### src/pkg/rae_defs.vh
`ifndef RAE_DEFS_VH
`define RAE_DEFS_VH

// ----------------------------------------------------------------
// Register offsets
// ----------------------------------------------------------------
`define RAE_ADDR_W          16
`define RAE_OFS_FRM_CFG     16'h010b
`define RAE_OFS_BLK_EN      16'h0b01
`define RAE_OFS_STATUS      16'h0b02
`define RAE_OFS_ENABLE      16'h0b03

// ----------------------------------------------------------------
// Status and enable field positions
// ----------------------------------------------------------------
`define RAE_BIT_YEL_CHG     0
`define RAE_BIT_AIS_CHG     1
`define RAE_BIT_OOF_CHG     2
`define RAE_BIT_LCV         3
`define RAE_BIT_LOS_ST      4
`define RAE_BIT_YEL_ST      5
`define RAE_BIT_AIS_ST      6
`define RAE_BIT_OOF_ST      7
`define RAE_BIT_ALARM_BLK   1
`define RAE_EVT_MSK         4'hf

// ----------------------------------------------------------------
// Frame-loss configuration fields and reset values
// ----------------------------------------------------------------
`define RAE_TOL_HI          7
`define RAE_TOL_LO          4
`define RAE_WIN_HI          3
`define RAE_WIN_LO          0
`define RAE_FRM_CFG_RST     8'h2f
`define RAE_ENABLE_RST      4'h0
`define RAE_BLK_EN_RST      1'b0

// ----------------------------------------------------------------
// Timing
// ----------------------------------------------------------------
`define RAE_CLK_KHZ         25000
`define RAE_AIS_MS          42
`define RAE_YEL_MS          900
`define RAE_CNT_W           25

`endif

### src/rtl/rae_irq.v
// Implementation choices: the address map and strobed register access.
`timescale 1ns/100ps
`include "rae_defs.vh"

module rae_irq #(
  parameter [`RAE_CNT_W-1:0]    AIS_CYC = `RAE_AIS_MS * `RAE_CLK_KHZ,
  parameter [`RAE_CNT_W-1:0]    YEL_CYC = `RAE_YEL_MS * `RAE_CLK_KHZ
) (
  // Clock and reset
  input  wire                   clk,
  input  wire                   rstn,
  // Register port
  input  wire [`RAE_ADDR_W-1:0] reg_addr,
  input  wire [7:0]             reg_wdata,
  input  wire                   reg_wr,
  input  wire                   reg_rd,
  output reg  [7:0]             reg_rdata,
  // Line side conditions
  input  wire                   frame_bit_tick,
  input  wire                   frame_bit_err,
  input  wire                   frame_realigned,
  input  wire                   all_ones_raw,
  input  wire                   remote_alarm_raw,
  input  wire                   loss_of_signal,
  input  wire                   line_code_error,
  // Interrupt and state
  output wire                   alarm_irq,
  output wire                   frame_loss_state
);

  // ----------------------------------------------------------------
  // Registers
  // ----------------------------------------------------------------
  reg  [7:0]                    frm_cfg_reg;
  reg  [3:0]                    irq_enable_reg;
  reg                           alarm_block_irq_enable_reg;
  reg  [3:0]                    status_reg;
  reg  [3:0]                    status_next;
  reg  [7:0]                    rdata_next;
  reg  [7:0]                    frm_cfg_next;
  reg  [3:0]                    irq_enable_next;
  reg                           alarm_block_irq_enable_next;
  reg                           alarm_irq_reg;
  wire [3:0]                    src_irq_next;

  wire [3:0]                    frame_error_tolerance;
  wire [3:0]                    frame_error_window;
  wire                          line_code_error_irq_enable;
  wire                          frame_loss_change_irq_enable;

  assign frame_error_tolerance        = frm_cfg_reg[`RAE_TOL_HI:`RAE_TOL_LO];
  assign frame_error_window           = frm_cfg_reg[`RAE_WIN_HI:`RAE_WIN_LO];
  assign line_code_error_irq_enable   = irq_enable_reg[`RAE_BIT_LCV];
  assign frame_loss_change_irq_enable = irq_enable_reg[`RAE_BIT_OOF_CHG];

  function hit;
    input [`RAE_ADDR_W-1:0] a;
    input [`RAE_ADDR_W-1:0] ofs;
    begin
      hit = (a == ofs);
    end
  endfunction

  function edge_seen;
    input now_v;
    input old_v;
    begin
      edge_seen = now_v ^ old_v;
    end
  endfunction

  // ----------------------------------------------------------------
  // Address decode
  // ----------------------------------------------------------------
  wire                          cfg_sel;
  wire                          blk_sel;
  wire                          sts_sel;
  wire                          ena_sel;

  assign cfg_sel = hit(reg_addr, `RAE_OFS_FRM_CFG);
  assign blk_sel = hit(reg_addr, `RAE_OFS_BLK_EN);
  assign sts_sel = hit(reg_addr, `RAE_OFS_STATUS);
  assign ena_sel = hit(reg_addr, `RAE_OFS_ENABLE);

  // ----------------------------------------------------------------
  // Frame-loss detector
  // ----------------------------------------------------------------
  localparam [1:0]              FL_ALIGNED = 2'b01;
  localparam [1:0]              FL_LOST    = 2'b10;

  reg  [1:0]                    fl_state_reg;
  reg  [1:0]                    fl_state_next;
  reg  [3:0]                    win_cnt_reg;
  reg  [3:0]                    win_cnt_next;
  reg  [3:0]                    err_cnt_reg;
  reg  [3:0]                    err_cnt_next;
  wire                          oof_state;
  wire                          err_hit;
  wire                          err_limit;
  wire                          win_end;

  // One-hot: the lost bit is the defect state
  assign oof_state        = fl_state_reg[1];
  assign frame_loss_state = oof_state;
  assign err_hit          = frame_bit_tick && frame_bit_err;
  // Widened sums so a full counter cannot wrap
  assign err_limit        = err_hit &&
                            ({1'b0, err_cnt_reg} + 5'h01 >= {1'b0, frame_error_tolerance});
  assign win_end          = ({1'b0, win_cnt_reg} + 5'h01 >= {1'b0, frame_error_window});

  always @* begin
    fl_state_next = fl_state_reg;
    win_cnt_next  = win_cnt_reg;
    err_cnt_next  = err_cnt_reg;
    case (fl_state_reg)
      FL_ALIGNED: begin
        if (frame_bit_tick) begin
          // Declare once tolerance errors land inside the window
          if (err_limit) begin
            fl_state_next = FL_LOST;
            win_cnt_next  = 4'h0;
            err_cnt_next  = 4'h0;
          end else if (win_end) begin
            win_cnt_next  = 4'h0;
            err_cnt_next  = 4'h0;
          end else begin
            win_cnt_next  = win_cnt_reg + 4'h1;
            err_cnt_next  = err_cnt_reg + {3'h0, err_hit};
          end
        end
      end
      FL_LOST: begin
        // Counters idle while lost
        win_cnt_next = 4'h0;
        err_cnt_next = 4'h0;
        if (frame_realigned) begin
          fl_state_next = FL_ALIGNED;
        end
      end
      default: begin
        fl_state_next = FL_ALIGNED;
        win_cnt_next  = 4'h0;
        err_cnt_next  = 4'h0;
      end
    endcase
  end

  always @(posedge clk) begin
    if (!rstn) begin
      fl_state_reg <= FL_ALIGNED;
      win_cnt_reg  <= 4'h0;
      err_cnt_reg  <= 4'h0;
    end else begin
      fl_state_reg <= fl_state_next;
      win_cnt_reg  <= win_cnt_next;
      err_cnt_reg  <= err_cnt_next;
    end
  end

  // ----------------------------------------------------------------
  // Alarm persistence
  // ----------------------------------------------------------------
  wire                          ais_state;
  wire                          yel_state;

  rae_persist #(
    .CW      (`RAE_CNT_W),
    .SET_CYC (AIS_CYC),
    .CLR_CYC (AIS_CYC)
  ) u_ais (
    .clk       (clk),
    .rstn      (rstn),
    .raw       (all_ones_raw),
    .state_reg (ais_state)
  );

  rae_persist #(
    .CW      (`RAE_CNT_W),
    .SET_CYC (YEL_CYC),
    .CLR_CYC ({`RAE_CNT_W{1'b0}})
  ) u_yel (
    .clk       (clk),
    .rstn      (rstn),
    .raw       (remote_alarm_raw),
    .state_reg (yel_state)
  );

  // ----------------------------------------------------------------
  // Change detection
  // ----------------------------------------------------------------
  reg                           oof_d_reg;
  reg                           ais_d_reg;
  reg                           yel_d_reg;
  wire [3:0]                    evt;

  always @(posedge clk) begin
    if (!rstn) begin
      oof_d_reg <= 1'b0;
      ais_d_reg <= 1'b0;
      yel_d_reg <= 1'b0;
    end else begin
      oof_d_reg <= oof_state;
      ais_d_reg <= ais_state;
      yel_d_reg <= yel_state;
    end
  end

  // Either edge counts as a change
  assign evt[`RAE_BIT_OOF_CHG] = edge_seen(oof_state, oof_d_reg);
  assign evt[`RAE_BIT_AIS_CHG] = edge_seen(ais_state, ais_d_reg);
  assign evt[`RAE_BIT_YEL_CHG] = edge_seen(yel_state, yel_d_reg);
  assign evt[`RAE_BIT_LCV]     = line_code_error;

  // ----------------------------------------------------------------
  // Register writes
  // ----------------------------------------------------------------
  always @* begin
    frm_cfg_next                = frm_cfg_reg;
    irq_enable_next             = irq_enable_reg;
    alarm_block_irq_enable_next = alarm_block_irq_enable_reg;
    if (reg_wr) begin
      if (cfg_sel) begin
        frm_cfg_next = reg_wdata;
      end
      // Upper enable bits are not stored
      if (ena_sel) begin
        irq_enable_next = reg_wdata[3:0];
      end
      if (blk_sel) begin
        alarm_block_irq_enable_next = reg_wdata[`RAE_BIT_ALARM_BLK];
      end
    end
  end

  always @(posedge clk) begin
    if (!rstn) begin
      frm_cfg_reg                <= `RAE_FRM_CFG_RST;
      irq_enable_reg             <= `RAE_ENABLE_RST;
      alarm_block_irq_enable_reg <= `RAE_BLK_EN_RST;
    end else begin
      frm_cfg_reg                <= frm_cfg_next;
      irq_enable_reg             <= irq_enable_next;
      alarm_block_irq_enable_reg <= alarm_block_irq_enable_next;
    end
  end

  // ----------------------------------------------------------------
  // Sticky status: read or write-one clears, new event wins
  // ----------------------------------------------------------------
  always @* begin
    status_next = status_reg;
    if (reg_rd && hit(reg_addr, `RAE_OFS_STATUS)) begin
      status_next = 4'h0;
    end
    if (reg_wr && hit(reg_addr, `RAE_OFS_STATUS)) begin
      status_next = status_next & ~reg_wdata[3:0];
    end
    status_next = status_next | (evt & `RAE_EVT_MSK);
  end

  always @(posedge clk) begin
    if (!rstn) begin
      status_reg <= 4'h0;
    end else begin
      status_reg <= status_next;
    end
  end

  // ----------------------------------------------------------------
  // Read data, one cycle after the strobe
  // ----------------------------------------------------------------
  always @* begin
    rdata_next = 8'h00;
    if (reg_rd) begin
      if (hit(reg_addr, `RAE_OFS_STATUS)) begin
        rdata_next = {oof_state, ais_state, yel_state, loss_of_signal, status_reg};
      end else if (hit(reg_addr, `RAE_OFS_ENABLE)) begin
        rdata_next = {4'h0, irq_enable_reg};
      end else if (hit(reg_addr, `RAE_OFS_BLK_EN)) begin
        rdata_next = {6'h00, alarm_block_irq_enable_reg, 1'b0};
      end else if (hit(reg_addr, `RAE_OFS_FRM_CFG)) begin
        rdata_next = frm_cfg_reg;
      end
    end
  end

  always @(posedge clk) begin
    if (!rstn) begin
      reg_rdata <= 8'h00;
    end else begin
      reg_rdata <= rdata_next;
    end
  end

  // ----------------------------------------------------------------
  // Interrupt
  // ----------------------------------------------------------------
  // Built from next values so the flop tracks status with no extra cycle
  assign src_irq_next = status_next & irq_enable_next;

  always @(posedge clk) begin
    if (!rstn) begin
      alarm_irq_reg <= 1'b0;
    end else begin
      alarm_irq_reg <= alarm_block_irq_enable_next && (|src_irq_next);
    end
  end

  assign alarm_irq = alarm_irq_reg;

endmodule

### src/rtl/rae_persist.v
`timescale 1ns/100ps
`include "rae_defs.vh"

// ----------------------------------------------------------------
// Persistence filter: state follows raw after it holds long enough
// ----------------------------------------------------------------
module rae_persist #(
  parameter                     CW      = `RAE_CNT_W,
  parameter [CW-1:0]            SET_CYC = 1,
  parameter [CW-1:0]            CLR_CYC = 1
) (
  // Clock and reset
  input  wire                   clk,
  input  wire                   rstn,
  // Condition in, defect out
  input  wire                   raw,
  output reg                    state_reg
);

  reg  [CW-1:0]                 cnt_reg;
  wire [CW-1:0]                 target;

  // Zero target means the change takes effect at once
  assign target = state_reg ? CLR_CYC : SET_CYC;

  always @(posedge clk) begin
    if (!rstn) begin
      state_reg <= 1'b0;
      cnt_reg   <= {CW{1'b0}};
    end else if (raw == state_reg) begin
      cnt_reg   <= {CW{1'b0}};
    end else if (target == {CW{1'b0}} || cnt_reg == target - 1'b1) begin
      state_reg <= raw;
      cnt_reg   <= {CW{1'b0}};
    end else begin
      cnt_reg   <= cnt_reg + 1'b1;
    end
  end

endmodule

### config.mk
export PLATFORM = sky130hd
export DESIGN_NAME = rae_irq
export DESIGN_NICKNAME = d
export VERILOG_FILES = /design/src/rtl/rae_irq.v /design/src/rtl/rae_persist.v
export VERILOG_INCLUDE_DIRS = /design/src /design/src/pkg
export SDC_FILE = /design/constraint.sdc
export NUM_CORES = 1
export LEC_CHECK = 0
export BUFFER_PORTS_ARGS = -buffer_cell sky130_fd_sc_hd__clkbuf_2
export CAP_MARGIN = 15
export CORE_MARGIN = 1.5
export CORE_UTILIZATION = 46
export CTS_CLUSTER_SIZE = 10
export DETAILED_ROUTE_END_ITERATION = 8
export SETUP_SLACK_MARGIN = 0.4
export SYNTH_ARGS = -nofsm -noshare
export SYNTH_HDL_FRONTEND = slang
export SYNTH_HIERARCHICAL = 1
export SYNTH_SLANG_ARGS = --single-unit
### constraint.sdc
create_clock -name clk -period 4.8 [get_ports clk]
set_input_delay 0.72 -clock clk [delete_from_list [all_inputs] [get_ports clk]]
set_output_delay 0.72 -clock clk [all_outputs]
set_load 0.01 [all_outputs]
==> metrics.md <==
| Metric | Value |
|---|---|
| Antenna cells | 0 |
| Sw Ratio | 22.0% |
| WP data required | 5000 ps |
| Syn. warnings | 6 |
| Dpl ws | 2190 ps |
| CTS Sinks | 91 |
| P_int | 1.09 mW |
| Final ANT Viol Nets | 0 |
| Final nets | 585 |
| Max VDD drop | 0.146 mV |
| Clock root cell | clkbuf_8 |
| Final worst slack | 2210 ps |
| Skew final | 10.0 ps |
| # H-tree levels | 3 |
| Worst path slowest cell | o21ai_2 |
| Layout overhead on the synthesized area | 12.0% |
| Sequential fraction of the synthesis area | 40.7% |
| Num ports | 45 |
| Worst EP arrival | 2790 ps |
| Die Y-Extent | 102 um |
| Row Count | 35 |
| Clk buf depth | 2 |
| Largest net degree at the start of global routing | 26 |
| Worst setup EP type | flop |
| Most common cell after layout, fill and taps aside | dfxtp_1 |
| Post-Synthesis Cells | 493 |
| Worst-path maximum fanout | 25 |
| Hold Vio Cnt, Final | 0 |
| Drt via density | 5.52 |
| Slew @ Worst Pin | 1050 ps |
| Most used DFF post-synth | dfxtp_1 |
| Total grt overflow | 0 |
| Post-Syn Nets | 542 |
| Setup Viol. Count Final | 0 |
| Global-route wire length before repair | 15,800 um |
| Status | completed |
| CP Class | flop to flop |
| Initial antenna violation count | 0 |
| Synthesized area per cell | 9.07 um^2 |
| Drt pass-1 iters | 4 |
| Hpwl dp | 6650 um |
| Ys async rst share | 0% |
| Mapped cell area | 4470 um^2 |
| Total power divided by cell area | 279 nW/um^2 |
| RSZ-0062 raised after global routing | no |
| FMAX | 386 MHz |
| CP Cell Sequence | ha_1 -> inv_1 -> or4_2 -> o21ai_2 -> nor2_1 |
| Non-Filler Instances | 669 |
| CTS Hold Bufs | 0 |
| Max incr delay on CP | 810 ps |
| CTS tree | yes |
| Tot GR Track Use | 18.9% |
| Layout cell share with drive strength beyond 1 | 15.7% |
| Relative slew slack | 30.1% |
| Placed cells | 654 |
| Starting DRT DRC Count | 165 |
| Core Region | 9330 um^2 |
| Max-slew violations | 0 |
| DRC Markers | 0 |
| GPL Wtd Cong | 0.819 |
| Lkg Pwr | 1.80 nW |
| Die ar. | 10,300 um^2 |
| Post-layout min period | 2590 ps |
| Clock network latency to the later pin of the worst-skew pair | 350 ps |
| Vias in the first global route | 3,488 |
| Die width | 102 um |
| Final wirelength | 9210 um |
| Clk pwr share | 40.7% |
| Starting Density | 47.9% |
| Port bufs | 44 |
| DR vias | 3,693 |
| Fin util | 53.7% |
| Post-Route Setup TNS | 0 ps |
| HP Class | flop to flop |
| Netlist cell types | 66 |
| Total CTS buffers | 9 |
| Post-CTS setup buffers | 0 |
| Comb power frac | 4.6% |
| Setup crit start kind | flop |
| Yosys reg bits | 91 |
| EDFF count, synth | 0 |
| P_sw | 0.308 mW |
| Period Utilization, post-route | 53.9% |
| Number of max-cap violations | 0 |
| PostCTS Resize Cnt | 0 |
| WL/cell | 13.8 um |
| Worst-path clk slew | 90 ps |
| Sequential share of power | 54.6% |
| Most frequent cells in the layout | dfxtp_1 (91), nor2_1 (51), clkbuf_2 (44) |
## kinds of logic (layout without fill, tap and decap cells)
| group | count (synthesis) | after routing | share of synthesized area [%] |
|---|---|---|---|
| fa+ha+maj | 14 | 14 | 3.92 |
| simple gates | 223 | 223 | 29.8 |
| compound gates | 93 | 93 | 14.0 |
| xor+xnor | 32 | 32 | 6.27 |
| buf+inv | 30 | 77 | 2.88 |
| flops | 91 | 91 | 40.7 |
| mux | 10 | 10 | 2.35 |
## final cells by class
class	instances	area, um^2
Fill cell	921	4320
Multi-Input combinational cell	372	2520
Sequential cell	91	1820
Timing Repair Buffer	44	220
Tap cell	129	161
Clock buffer	11	141
Clock inverter	4	73.8
Inverter	18	67.6
## power by group through the flow
stage / registers [mW] / logic (mW) / clock network [mW]
after floorplan: 0.781 / 0.0370 / 0
after global placement: 0.782 / 0.0639 / 0
after detailed placement: 0.783 / 0.0652 / 0
after CTS: 0.765 / 0.0653 / 0.586
after global routing: 0.766 / 0.0719 / 0.610
final: 0.765 / 0.0647 / 0.570
## worst max-delay path, delay by kind of cell, from the launching register on
kind,cells,cell delay (ps)
buffers and inverters,1,60
adder cells (fa/ha/maj),1,320
AND/OR/NAND/NOR,2,810
AO/OA/AOI/OAI,1,810
flip-flops,1,440
## layer usage
metal  track usage, %  share of wire [%]  vias to the layer above
met5                0                  0                        -
met4             6.09                1.4                        0
met3             4.07                4.0                       12
met2             32.5                 46                       69
met1             23.7                 48                     1710
li1                 -                  -                     1902
## cells in the mapped netlist, drive strengths merged, types with 13 or more instances
master | n | area [um^2]
a21oi | 34 | 174
dfxtp | 91 | 1820
ha | 14 | 175
inv | 18 | 67.6
nand2 | 29 | 109
nand3 | 28 | 150
nand4 | 17 | 113
nor2 | 52 | 198
o21ai | 15 | 82.6
o31ai | 13 | 97.6
or4 | 17 | 136
xnor2 | 17 | 149
xor2 | 15 | 131
## path summary, 6_finish.rpt
kind | from | end | slack (ps) | cells past startpoint
worst max-delay path | u_yel/cnt_reg[0]$_SDFF_PP0_ | u_yel/cnt_reg[12]$_SDFF_PP0_ | 2210 | 5
worst min-delay path | u_ais/cnt_reg[0]$_SDFF_PP0_ | u_ais/cnt_reg[0]$_SDFF_PP0_ | 480 | 1
worst max register to register | u_yel/cnt_reg[0]$_SDFF_PP0_ | u_yel/cnt_reg[12]$_SDFF_PP0_ | 2210 | 5
worst min register to register | u_ais/cnt_reg[0]$_SDFF_PP0_ | u_ais/cnt_reg[0]$_SDFF_PP0_ | 480 | 1
## metrics by stage
stage / hold slack [ps] / power (mW) / instance area, um^2
floorplan: 440 / 0.818 / 4470
global placement: 454 / 0.846 / 4790
detailed placement: 463 / 0.848 / 4790
CTS: 485 / 1.42 / 5010
global route: 515 / 1.45 / 5010
finish: 482 / 1.40 / 5010
Power figures use the tool's default switching activity.
